<file path="src/hw/asp_pkg.sv">
// asp_pkg: register map, field positions and state types of the port
// assumes: one clock domain, registers reached as AHB-Lite words
// What this block does
// - each character opens with one low start bit
// - one or two high stop bits, control bit 6
// - idle transmit level chosen by control bit 4
// - receive events raise the receive interrupt
// - control bit 7 gates receive interrupts
// - status bit 11 shows holding word moved out
// - status bit 12 shows holding and shifter empty
// - free and soft bits set breakpoint halt mode
// - receive line sampled bit by bit into shifter
// - holding register emptying raises transmit interrupt
// - control bit 8 gates transmit interrupts
// - status bit 9 flags overwritten unread character
// - all sources share one port interrupt line
package asp_pkg;
	// byte offsets of the word registers
	localparam logic [7:0] OFS_CTRL = 8'h00;
	localparam logic [7:0] OFS_DATA = 8'h04;
	localparam logic [7:0] OFS_IOSTAT = 8'h08;
	localparam logic [7:0] OFS_IRQ_STS = 8'h0C;
	localparam logic [7:0] OFS_IRQ_CLR = 8'h10;
	localparam logic [7:0] OFS_IRQ_EN = 8'h14;
	localparam logic [7:0] OFS_BAUD = 8'h18;
	// async_port_control fields
	localparam int CB_IDLE_LVL = 4;
	localparam int CB_STOP2 = 6;
	localparam int CB_RX_IM = 7;
	localparam int CB_TX_IM = 8;
	localparam int CB_PRST = 13;
	localparam int CB_SOFT = 14;
	localparam int CB_FREE = 15;
	localparam logic [15:0] CTRL_RST = 16'h0000;
	// io_status_word fields
	localparam int SB_BRK = 5;
	localparam int SB_ABD = 6;
	localparam int SB_DRDY = 8;
	localparam int SB_OVR = 9;
	localparam int SB_FE = 10;
	localparam int SB_THE = 11;
	localparam int SB_TAE = 12;
	// sticky event bits, same layout in status, clear and enable
	localparam int IB_RXC = 0;
	localparam int IB_OVR = 1;
	localparam int IB_FE = 2;
	localparam int IB_BRK = 3;
	localparam int IB_ABD = 4;
	localparam int IB_TX = 5;
	localparam int IB_DLT = 6;
	localparam logic [6:0] IRQ_RX_SET = 7'h1F;
	localparam logic [6:0] IRQ_EN_RST = 7'h00;
	// bit time is divisor plus one clocks; default near 115200 baud
	localparam logic [15:0] BAUD_RST = 16'h0363;
	localparam logic [7:0] ABD_UPPER = 8'h41;
	localparam logic [7:0] ABD_LOWER = 8'h61;
	localparam logic [2:0] LAST_BIT = 3'h7;
	typedef enum logic [1:0] {
		TX_IDLE = 2'b00, TX_START = 2'b01, TX_DATA = 2'b10, TX_STOP = 2'b11
	} asp_tx_st_type;
	typedef enum logic [1:0] {
		RX_IDLE = 2'b00, RX_START = 2'b01, RX_DATA = 2'b10, RX_STOP = 2'b11
	} asp_rx_st_type;
endpackage

</file>
<file path="src/hw/asp_rx_if.sv">
// asp_rx_if: settings to the receiver and its character results
// assumes: both ends on hclk
`timescale 1ns/100ps
`default_nettype none
interface asp_rx_if;
	logic [15:0] div; // bit time minus one, in clocks
	logic two_stop; // expect a second stop bit
	logic run; // low freezes the framer; line filter and delta keep running
	logic clr; // port reset, back to idle
	logic char_valid; // one-cycle pulse per character
	logic [7:0] char_data;
	logic frame_err; // with char_valid
	logic brk; // with char_valid
	logic delta; // line level changed
	modport core (output div, two_stop, run, clr,
		input char_valid, char_data, frame_err, brk, delta);
	modport rcv (input div, two_stop, run, clr,
		output char_valid, char_data, frame_err, brk, delta);
endinterface
`default_nettype wire

</file>
<file path="src/hw/asp_rx.sv">
// asp_rx: receive side, pin synchroniser and character framer
// assumes: rx_pin is asynchronous to hclk; settings held stable
`timescale 1ns/100ps
`default_nettype none
module asp_rx
	import asp_pkg::*;
(
	input wire logic hclk,
	input wire logic hresetn,
	input wire logic ce,
	input wire logic rx_pin,
	asp_rx_if.rcv rif
);
	logic [2:0] sync_q; // [0] first stage, read only by [1]
	logic lvl_q; // filtered line level
	asp_rx_st_type st_q;
	logic [15:0] cnt_q; // clocks to next sample
	logic [2:0] idx_q; // data bit index
	logic [7:0] sh_q; // async_rx_shifter
	logic stp_q; // second stop still to come
	logic fe_q; // first stop was low

	// three stages; level moves only when the last two agree
	always_ff @(posedge hclk or negedge hresetn) begin
		if (!hresetn) begin
			sync_q <= 3'h7;
			lvl_q <= 1'b1;
			rif.delta <= 1'b0;
		end else if (ce) begin
			sync_q <= {sync_q[1:0], rx_pin};
			rif.delta <= 1'b0;
			if (sync_q[1] == sync_q[2] && sync_q[2] != lvl_q) begin
				lvl_q <= sync_q[2];
				rif.delta <= 1'b1;
			end
		end
	end

	// framer: half-bit check of start, then centre samples
	always_ff @(posedge hclk or negedge hresetn) begin
		if (!hresetn) begin
			st_q <= RX_IDLE;
			cnt_q <= 16'h0000;
			idx_q <= 3'h0;
			sh_q <= 8'h00;
			stp_q <= 1'b0;
			fe_q <= 1'b0;
			rif.char_valid <= 1'b0;
			rif.char_data <= 8'h00;
			rif.frame_err <= 1'b0;
			rif.brk <= 1'b0;
		end else if (ce) begin
			rif.char_valid <= 1'b0;
			rif.frame_err <= 1'b0;
			rif.brk <= 1'b0;
			if (rif.clr) begin
				st_q <= RX_IDLE;
			end else if (rif.run) begin
				if (st_q != RX_IDLE && cnt_q != 16'h0000) begin
					cnt_q <= cnt_q - 16'h0001;
				end else begin
					case (st_q)
						RX_IDLE: begin
							// falling edge of the line opens a frame
							if (!lvl_q) begin
								st_q <= RX_START;
								cnt_q <= {1'b0, rif.div[15:1]};
							end
						end
						RX_START: begin
							// a start that is high again was a glitch
							st_q <= lvl_q ? RX_IDLE : RX_DATA;
							cnt_q <= rif.div;
							idx_q <= 3'h0;
						end
						RX_DATA: begin
							sh_q <= {lvl_q, sh_q[7:1]};
							cnt_q <= rif.div;
							idx_q <= idx_q + 3'h1;
							if (idx_q == LAST_BIT) begin
								st_q <= RX_STOP;
								stp_q <= rif.two_stop;
								fe_q <= 1'b0;
							end
						end
						RX_STOP: begin
							if (stp_q) begin
								stp_q <= 1'b0;
								fe_q <= !lvl_q;
								cnt_q <= rif.div;
							end else begin
								st_q <= RX_IDLE;
								rif.char_valid <= 1'b1;
								rif.char_data <= sh_q;
								rif.frame_err <= fe_q | !lvl_q;
								// all-low frame means a break on the line
								rif.brk <= !lvl_q && sh_q == 8'h00;
							end
						end
						default: st_q <= RX_IDLE;
					endcase
				end
			end
		end
	end
endmodule
`default_nettype wire

</file>
<file path="src/hw/asp_top.sv">
// asp_top: async serial port with AHB-Lite register slave
// assumes: one AHB-Lite master, word accesses, hclk at 100 MHz
//
// The implementer's own choices: register access over AHB-Lite and the address map.
`timescale 1ns/100ps
`default_nettype none
module asp_top
	import asp_pkg::*;
(
	input wire logic hclk,
	input wire logic hresetn,
	input wire logic ce,
	input wire logic hsel,
	input wire logic [31:0] haddr,
	input wire logic [1:0] htrans,
	input wire logic hwrite,
	input wire logic [2:0] hsize,
	input wire logic [31:0] hwdata,
	input wire logic hready,
	output logic hreadyout,
	output logic hresp,
	output logic [31:0] hrdata,
	input wire logic rx_pin,
	output logic tx_pin,
	input wire logic emu_halt,
	output logic async_port_irq
);
	// word match, ignoring the byte lane bits
	function automatic logic hit(input logic [7:0] a, input logic [7:0] o);
		hit = a[7:2] == o[7:2];
	endfunction

	asp_rx_if rif();

	logic a_wr_q; // write pending in data phase
	logic [7:0] a_ofs_q; // its offset
	logic [15:0] ctrl_q; // async_port_control
	logic [15:0] baud_q; // bit time minus one
	logic [6:0] sts_q; // sticky events
	logic [6:0] en_q; // event enables
	logic [6:0] ev; // events this cycle
	logic [6:0] gate; // mask bits per event
	logic [6:0] pend;
	logic [15:0] iosw; // io_status_word
	logic [31:0] rd_word;
	logic acc; // address phase taken
	logic data_wr; // write into async_data_reg
	logic rd_data; // read of async_data_reg
	logic [7:0] tx_hold_q; // transmit side of async_data_reg
	logic tx_full_q;
	logic [7:0] rbuf_q; // receive side of async_data_reg
	logic drdy_q;
	logic ovr_q;
	logic fe_q;
	logic brk_q;
	logic abd_q;
	logic abd_ev; // letter a seen
	asp_tx_st_type tx_st_q;
	logic [7:0] tx_sh_q; // async_tx_shifter
	logic [15:0] bcnt_q; // clocks left in the bit
	logic [2:0] tx_idx_q;
	logic stp2_q; // second stop still to send
	logic tx_q;
	logic prst; // port held in reset
	logic idle_lvl;
	logic halt_hard; // stop at once
	logic halt_soft; // finish the character, start no new
	logic tx_load; // holding word moves to shifter
	logic tx_holding_empty;
	logic tx_all_empty;

	// ce low also stalls the bus, so no transfer is lost
	assign hreadyout = ce;
	assign hresp = 1'b0;
	assign hrdata = rd_word;
	assign tx_pin = tx_q;
	assign acc = hsel && htrans[1] && hready;
	assign data_wr = a_wr_q && hit(a_ofs_q, OFS_DATA);
	assign rd_data = acc && !hwrite && hit(haddr[7:0], OFS_DATA);

	// control decode
	assign prst = ctrl_q[CB_PRST];
	// bit set drives the line low while idle, a break
	assign idle_lvl = !ctrl_q[CB_IDLE_LVL];
	assign halt_hard = emu_halt && !ctrl_q[CB_FREE] && !ctrl_q[CB_SOFT];
	assign halt_soft = emu_halt && !ctrl_q[CB_FREE] && ctrl_q[CB_SOFT];
	assign tx_load = tx_full_q && tx_st_q == TX_IDLE && !prst &&
		!halt_hard && !halt_soft;
	assign tx_holding_empty = !tx_full_q;
	assign tx_all_empty = !tx_full_q && tx_st_q == TX_IDLE;

	// receiver settings
	assign rif.div = baud_q;
	assign rif.two_stop = ctrl_q[CB_STOP2];
	assign rif.run = !halt_hard;
	assign rif.clr = prst;

	asp_rx u_rx (
		.hclk(hclk),
		.hresetn(hresetn),
		.ce(ce),
		.rx_pin(rx_pin),
		.rif(rif)
	);

	// address phase capture
	always_ff @(posedge hclk or negedge hresetn) begin
		if (!hresetn) begin
			a_wr_q <= 1'b0;
			a_ofs_q <= 8'h00;
		end else if (ce) begin
			a_wr_q <= acc && hwrite;
			a_ofs_q <= haddr[7:0];
		end
	end

	// read mux, unmapped and write-only offsets read zero
	always_comb begin
		iosw = 16'h0000;
		iosw[SB_BRK] = brk_q;
		iosw[SB_ABD] = abd_q;
		iosw[SB_DRDY] = drdy_q;
		iosw[SB_OVR] = ovr_q;
		iosw[SB_FE] = fe_q;
		iosw[SB_THE] = tx_holding_empty;
		iosw[SB_TAE] = tx_all_empty;
		rd_word = 32'h00000000;
		if (a_wr_q) begin
			rd_word = 32'h00000000;
		end else if (hit(a_ofs_q, OFS_CTRL)) begin
			rd_word = {16'h0000, ctrl_q};
		end else if (hit(a_ofs_q, OFS_DATA)) begin
			rd_word = {24'h000000, rbuf_q};
		end else if (hit(a_ofs_q, OFS_IOSTAT)) begin
			rd_word = {16'h0000, iosw};
		end else if (hit(a_ofs_q, OFS_IRQ_STS)) begin
			rd_word = {25'h0000000, sts_q};
		end else if (hit(a_ofs_q, OFS_IRQ_EN)) begin
			rd_word = {25'h0000000, en_q};
		end else if (hit(a_ofs_q, OFS_BAUD)) begin
			rd_word = {16'h0000, baud_q};
		end
	end

	// software-written settings, taken in the data phase
	always_ff @(posedge hclk or negedge hresetn) begin
		if (!hresetn) begin
			ctrl_q <= CTRL_RST;
			baud_q <= BAUD_RST;
			en_q <= IRQ_EN_RST;
		end else if (ce && a_wr_q) begin
			if (hit(a_ofs_q, OFS_CTRL)) begin
				ctrl_q <= hwdata[15:0];
			end
			if (hit(a_ofs_q, OFS_BAUD)) begin
				baud_q <= hwdata[15:0];
			end
			if (hit(a_ofs_q, OFS_IRQ_EN)) begin
				en_q <= hwdata[6:0];
			end
		end
	end

	// holding register: a write refills it even in the load cycle
	always_ff @(posedge hclk or negedge hresetn) begin
		if (!hresetn) begin
			tx_hold_q <= 8'h00;
			tx_full_q <= 1'b0;
		end else if (ce) begin
			if (data_wr) begin
				tx_hold_q <= hwdata[7:0];
				tx_full_q <= 1'b1;
			end else if (prst || tx_load) begin
				tx_full_q <= 1'b0;
			end
		end
	end

	// transmit framer; every bit lasts baud_q plus one clocks
	always_ff @(posedge hclk or negedge hresetn) begin
		if (!hresetn) begin
			tx_st_q <= TX_IDLE;
			tx_sh_q <= 8'h00;
			bcnt_q <= 16'h0000;
			tx_idx_q <= 3'h0;
			stp2_q <= 1'b0;
			tx_q <= 1'b1;
		end else if (ce) begin
			if (prst) begin
				tx_st_q <= TX_IDLE;
				tx_q <= idle_lvl;
			end else if (!halt_hard) begin
				if (tx_st_q != TX_IDLE && bcnt_q != 16'h0000) begin
					bcnt_q <= bcnt_q - 16'h0001;
				end else begin
					case (tx_st_q)
						TX_IDLE: begin
							tx_q <= idle_lvl;
							if (tx_load) begin
								tx_sh_q <= tx_hold_q;
								tx_st_q <= TX_START;
								bcnt_q <= baud_q;
								tx_q <= 1'b0;
							end
						end
						TX_START: begin
							tx_st_q <= TX_DATA;
							tx_idx_q <= 3'h0;
							bcnt_q <= baud_q;
							tx_q <= tx_sh_q[0];
						end
						TX_DATA: begin
							tx_sh_q <= {1'b0, tx_sh_q[7:1]};
							tx_idx_q <= tx_idx_q + 3'h1;
							bcnt_q <= baud_q;
							if (tx_idx_q == LAST_BIT) begin
								tx_st_q <= TX_STOP;
								stp2_q <= ctrl_q[CB_STOP2];
								tx_q <= 1'b1;
							end else begin
								tx_q <= tx_sh_q[1];
							end
						end
						TX_STOP: begin
							if (stp2_q) begin
								stp2_q <= 1'b0;
								bcnt_q <= baud_q;
							end else begin
								tx_st_q <= TX_IDLE;
								tx_q <= idle_lvl;
							end
						end
						default: tx_st_q <= TX_IDLE;
					endcase
				end
			end
		end
	end

	// receive buffer and its flags; a new event beats the read clear
	assign abd_ev = rif.char_valid &&
		(rif.char_data == ABD_UPPER || rif.char_data == ABD_LOWER);
	always_ff @(posedge hclk or negedge hresetn) begin
		if (!hresetn) begin
			rbuf_q <= 8'h00;
			drdy_q <= 1'b0;
			ovr_q <= 1'b0;
			fe_q <= 1'b0;
			brk_q <= 1'b0;
			abd_q <= 1'b0;
		end else if (ce) begin
			if (rd_data) begin
				drdy_q <= 1'b0;
				ovr_q <= 1'b0;
				fe_q <= 1'b0;
				brk_q <= 1'b0;
				abd_q <= 1'b0;
			end
			if (rif.char_valid) begin
				rbuf_q <= rif.char_data;
				drdy_q <= 1'b1;
				// unread character overwritten
				if (drdy_q && !rd_data) begin
					ovr_q <= 1'b1;
				end
				if (rif.frame_err) begin
					fe_q <= 1'b1;
				end
				if (rif.brk) begin
					brk_q <= 1'b1;
				end
				if (abd_ev) begin
					abd_q <= 1'b1;
				end
			end
		end
	end

	// event vector and per-event mask selection
	assign ev[IB_RXC] = rif.char_valid;
	assign ev[IB_OVR] = rif.char_valid && drdy_q && !rd_data;
	assign ev[IB_FE] = rif.frame_err;
	assign ev[IB_BRK] = rif.brk;
	assign ev[IB_ABD] = abd_ev;
	assign ev[IB_TX] = tx_load;
	assign ev[IB_DLT] = rif.delta;
	assign gate = {1'b1, ctrl_q[CB_TX_IM], {5{ctrl_q[CB_RX_IM]}}};
	assign pend = sts_q & en_q & gate;

	// sticky status, write-one-to-clear; set wins
	always_ff @(posedge hclk or negedge hresetn) begin
		if (!hresetn) begin
			sts_q <= 7'h00;
		end else if (ce) begin
			if (a_wr_q && hit(a_ofs_q, OFS_IRQ_CLR)) begin
				sts_q <= (sts_q & ~hwdata[6:0]) | ev;
			end else begin
				sts_q <= sts_q | ev;
			end
		end
	end

	// one registered line for all sources
	always_ff @(posedge hclk or negedge hresetn) begin
		if (!hresetn) begin
			async_port_irq <= 1'b0;
		end else if (ce) begin
			async_port_irq <= |pend;
		end
	end
endmodule
`default_nettype wire

</file>
<file path="config.mk">
export PLATFORM = sky130hd
export DESIGN_NAME = asp_top
export DESIGN_NICKNAME = d
export VERILOG_FILES = /design/src/hw/asp_pkg.sv /design/src/hw/asp_rx_if.sv /design/src/hw/asp_rx.sv /design/src/hw/asp_top.sv
export SDC_FILE = /design/constraint.sdc
export NUM_CORES = 1
export LEC_CHECK = 0
export BUFFER_PORTS_ARGS = -buffer_cell sky130_fd_sc_hd__buf_2
export CORE_MARGIN = 2
export CORE_UTILIZATION = 36
export CTS_CLUSTER_DIAMETER = 60
export DETAILED_ROUTE_END_ITERATION = 8
export PLACE_DENSITY = 0.62
export SYNTH_ARGS = -nofsm -noshare
export SYNTH_HDL_FRONTEND = slang
export SYNTH_SLANG_ARGS = --single-unit
</file>
<file path="constraint.sdc">
create_clock -name hclk -period 5.5 [get_ports hclk]
set_input_delay 0.275 -clock hclk [delete_from_list [all_inputs] [get_ports hclk]]
set_output_delay 0.275 -clock hclk [all_outputs]
set_load 0.05 [all_outputs]
</file>
* After elaboration in Yosys (flattened, before gate mapping)
Index checks and enable logic that the tools add are counted.
Word-level totals: word-level logic and storage cells 242, input port bits 77, output and inout port bits 36, flip-flop bits (word level) 156
Cells by class: mux-type cells 81, equality and inequality tests 36, add/subtract/negate cells 4, bitwise gates (word level) 12, reductions and logical operators 75
Operator list (count):
- 2-to-1 mux 16 bit | 12
- case mux 16 bit (3 select lines) | 2
- 2-to-1 mux 1 bit | 42
- AND reduction 6 bit | 6
- 2-to-1 mux 32 bit | 1
- nonzero test 16 bit | 2
- subtractor 16 x 1 -> 16 bit, second input constant | 2
- 2-to-1 mux 2 bit | 13
- AND reduction 5 bit | 5
- logical AND 1 bit | 24
- AND 7 bit | 3
- inequality test 3 bit, second input constant | 7
- equality test 6 x 3 -> 1 bit, second input constant | 3
- nonzero test 2 bit | 9
- equality test 8 x 7 -> 1 bit, second input constant | 2
- case mux 2 bit (4 select lines) | 2
- case mux 8 bit (2 select lines) | 1
- AND reduction 2 bit | 8
- OR 7 bit | 2
- equality test 6 x 1 -> 1 bit, second input constant | 2
- equality test 6 x 2 -> 1 bit, second input constant | 2
- case mux 3 bit (2 select lines) | 2
- logical NOT 1 bit | 10
- inequality test 2 bit, second input constant | 5
- 24 further kinds | 41

* Logic depth before layout (Yosys ltp)
word-level depth 11, depth in mapped cells 9, mapped depth without buffers 7

* Cells and area by module
Synthesis repeated with hierarchy kept, for this count alone.
Unflattened totals: cell total of the unflattened synthesis 814, area, all modules 8401.8 sq um
By module, submodules not included:
- asp_top | area each 5713.0 sq um, cells each 536, instances 1, seq. area each 2686.3 sq um
- asp_rx | area each 2688.8 sq um, cells each 278, instances 1, seq. area each 1181.1 sq um

* Least setup slack after synthesis
OpenSTA, ideal clock, no wires.
kind flip-flop to output port, from reg a_ofs_q[7], to out hrdata[7], data arrival time 2.434 ns, data required time 5.225 ns, slack 2.791 ns, cell stages (with the launch flop) 7, buffers on the path 2, cells stage by stage dfrtp_1 or3_1 clkbuf_1 nor4_2 clkbuf_1 a22oi_1 a21oi_1
Between the ends: word-level cells in the longest chain between the ends 8, elaborated cells on any way between the ends 13, classes of those cells eq/ne: 5; mux: 7; reduce/logical: 1
RTL lines:
- from (decl) | line asp_top.sv:36 | logic [7:0] a_ofs_q;
- from (signal assigned) | line asp_top.sv:113 | a_ofs_q <= haddr[7:0];
- equality test 6 x 3 -> 1 bit | line asp_top.sv:30 | hit = a[7:2] == o[7:2];
- 2-to-1 mux 16 bit | line asp_top.sv:140 | end else if (hit(a_ofs_q, OFS_BAUD)) begin
- 2-to-1 mux 16 bit | line asp_top.sv:138 | end else if (hit(a_ofs_q, OFS_IRQ_EN)) begin
- 2-to-1 mux 16 bit | line asp_top.sv:136 | end else if (hit(a_ofs_q, OFS_IRQ_STS)) begin
- 2-to-1 mux 16 bit | line asp_top.sv:134 | end else if (hit(a_ofs_q, OFS_IOSTAT)) begin
- 2-to-1 mux 16 bit | line asp_top.sv:132 | end else if (hit(a_ofs_q, OFS_DATA)) begin
- 2-to-1 mux 16 bit (*) | line asp_top.sv:130 | end else if (hit(a_ofs_q, OFS_CTRL)) begin
- 2-to-1 mux 32 bit (*) | line asp_top.sv:128 | if (a_wr_q) begin
- to (decl) | line asp_top.sv:22 | output logic [31:0] hrdata,
Every way passes the cells marked *; elsewhere a longest branch is shown, timed or not.

* Final worst setup path
from reg a_ofs_q[7], to reg baud_q[14]
Between the ends: word-level cells in the longest chain between the ends 2
RTL lines:
- equality test 6 x 3 -> 1 bit | line asp_top.sv:30
- AND reduction 2 bit (no source line)
- to (signal assigned) | line asp_top.sv:156 | baud_q <= hwdata[15:0];
- to (decl) | line asp_top.sv:38 | logic [15:0] baud_q;
Every way passes these cells. A chain may end at the register's enable or synchronous reset.

==> flow_metrics.py <==
metrics = {
    "worst_setup_path": {
        "path_buf_inv": 0,
        "cp_top_family": "simple AND/OR/NAND/NOR gates",
        "start_kind": "flip-flop",
        "critical_path.max_stage_delay_ns": 0.75,
        "crit_type": "reg -> reg",
        "required_ns": 5.81,
        "crit_chain": "or3_1, nor2_1, and2_0, nand3_1, mux2_2",
        "critPathSlowestCell": "nand3_1",
        "arrival_ns": 3.70,
        "critPathMaxFanout": 16,
        "rrSetupSlack_ns": 2.11,
        "end_kind": "flip-flop",
    },
    "timing": {
        "period_minus_slack_ns": 3.393,
        "clock_skew_ns": 0.01247,
        "finalHoldViolations": 0,
        "drv_slew": 0,
        "max_freq_ghz": 0.2948,
        "tightest_slew_ns": 1.180,
        "slew_headroom": 0.2117,
        "fin_crit_sh": 0.6168,
        "grt_setup_unrepaired": "false",
        "setup_viol_count_final": 0,
        "setup-tns-final_ns": 0,
    },
    "drt": {
        "wl_um": 20470,
        "first_pass_iters": 5,
        "routedWlPerCell_um": 17.89,
        "antenna_left": 0,
        "drt-initial-drc-count": 502,
        "remaining_drc_errors": 0,
        "routed_via_density": 5.536,
        "vias": 6333,
    },
    "synthesis": {
        "yosysUniqueCellTypes": 63,
        "async_reset_ff_frac": 1.000,
        "synth_area_leaders": "dfrtp_1, mux2_2, o21ai_0",
        "synth_edf_count": 0,
        "yosys.area.top_type": "dfrtp_1",
        "ys_top_cells_by_count": "dfrtp_1, mux2_2, nand2_1",
        "ys_ff_latch": 154,
        "syn_area_um2": 8195,
        "synth.avg_cell_area_um2": 10.06,
        "synth-seq-area-share": 0.4719,
        "yosysTopAreaCellShare": 0.4366,
        "synthCells": 815,
        "ys.flop_type": "dfrtp_1",
        "yosys_warnings": 0,
        "post-synth-top-count-cell": "dfrtp_1",
    },
    "placed_design": {
        "dpl.hpwl_um": 14240,
        "port_buffers": 49,
        "place_congestion": 0.8616,
        "placed_cell_area_um2": 8616,
        "dp_cells": 1111,
    },
    "cells_and_area": {
        "diodes": 0,
        "multi_input_area_um2": 4001,
        "regArea_um2": 3867,
        "area_delta_synth_final_pct": 12.09,
        "stdcell_count": 1144,
        "fillCellCount": 2155,
        "layout.nets": 941,
        "design_area_um2": 9186,
        "final_util": 0.4082,
        "final_layout_size_suffix_gt1_frac": 0.2293,
    },
    "clocking": {
        "clkTransAtPathRegs_ns": 0.07,
        "clock_path_buffers": 2,
        "h-tree-depth": 4,
        "root_buffer": "clkbuf_16",
        "clk_latency_ns": 0.44,
        "cts_made_buffers": 17,
        "tritoncts": "done",
        "clock-sinks": 154,
    },
    "power_and_ir_drop": {
        "cellPowerDensity_nw_per_um2": 334.9,
        "combPwrFrac": 0.170,
        "ir_worst_vdd_mv": 0.2366,
        "seq_power_share": 0.466,
        "p_clk_frac": 0.364,
        "switching_share": 0.3159,
        "p_int_mw": 2.105,
        "p_sw_mw": 0.9722,
        "leakagePower_nw": 4.186,
    },
    "floorplanning": {
        "dieArea_um2": 23990,
        "fp-row-count": 55,
        "core_area_um2": 22500,
        "die_x_um": 154.9,
        "fp.dieH_um": 154.9,
        "start_util": 0.3642,
        "io_pins": 113,
    },
    "global_routing": {
        "grt_pass1_wl_um": 33010,
        "grt_pass1_vias": 6016,
        "grt_max_degree": 95,
        "grt_overflow": 0,
        "track_usage": 0.1757,
        "antenna_found_initial": 0,
    },
    "flow_run": {
        "cap_violations": 0,
    },
    "outcome": {
        "status": "completed",
    },
    "worst_hold_path": {
        "holdCritPathClass": "in -> reg",
    },
}
path summary, 6_finish.rpt:
check | depth (start not counted) | startpoint | endpoint
worst max-delay path | 5 | a_ofs_q[7] | baud_q[14]
worst min-delay path | 2 | rx_pin | u_rx.sync_q[0]
worst max register to register | 5 | a_ofs_q[7] | baud_q[14]
worst min register to register | 1 | abd_q | abd_q
max in group asynchronous | 3 | hresetn | tx_full_q
min in group asynchronous | 2 | hresetn | u_rx.cnt_q[14]
cell families (layout without fill, tap and decap cells):
family,Yosys count,after routing,synth area share
AND/OR/NAND/NOR,243,243,0.1431
AO/OA/AOI/OAI,206,206,0.1618
flip-flops,154,154,0.4719
multiplexers,109,109,0.1469
buffers and inverters,84,112,0.04840
adder cells (fa/ha/maj),18,18,0.02748
other,1,17,0.0004576
layout by cell type (no fill, tap or decap), types with 12 or more instances in the layout:
cell	n
clkbuf_16	17
nor4_1	14
nor2_1	69
a22oi_1	16
nand2_1	71
nand3_1	20
mux2_2	86
mux2i_1	22
nand2b_1	12
inv_1	23
ha_1	18
conb_1	17
nor3_1	16
a21oi_1	55
dfrtp_1	143
buf_2	48
o21ai_0	58
routing by layer:
metal,track usage,routed length [um],vias up
met1,0.2455,9555,3150
met4,0.06041,456,0
met3,0.03426,893,33
li1,-,-,2974
met5,0,0,-
met2,0.2741,9561,176
power groups by stage:
stage	Sequential (mW)	Combinational [mW]	Clock, mW
floorplan	1.41	0.414	0
global placement	1.44	0.512	0
detailed placement	1.45	0.523	0
CTS	1.43	0.526	1.14
global route	1.46	0.588	1.19
finish	1.43	0.523	1.12
area by class of cell:
type | instances | share of cell area
well taps | 285 | 0.03882
clock buffers | 19 | 0.04931
clock inverters | 13 | 0.01171
repair buffers | 57 | 0.03419
flip-flops and latches | 154 | 0.4210
inverters | 23 | 0.009398
multi-input cells | 593 | 0.4356
metrics by stage:
step                      power (mW)  setup slack, ns  hold slack, ns
after floorplan                1.820            2.791        -0.02059
after global placement         1.955            2.166          0.4459
after detailed placement       1.973            2.180          0.4441
after CTS                      3.094            2.153         0.07430
after global routing           3.235            1.967         0.07664
final                          3.077            2.107         0.07780
flip-flops by register name, indices dropped and copies added, names as in the netlist, 6 cells and up:
signal              cells
baud_q                 16
tx_hold_q               8
ctrl_q                 16
u_rx.cnt_q             16
a_ofs_q                 6
en_q                    7
rbuf_q                  8
u_rx.rif.char_data      8
u_rx.sh_q               8
sts_q                   7
bcnt_q                 16
tx_sh_q                 8
timing repair:
action / CTS / global route
buffers inserted: 0 / 0
hold buffers: 1 / 0
endpoints found under the hold margin: 74 / 0
resized for setup: 0 / 0
(Power assumes the default switching activity.)
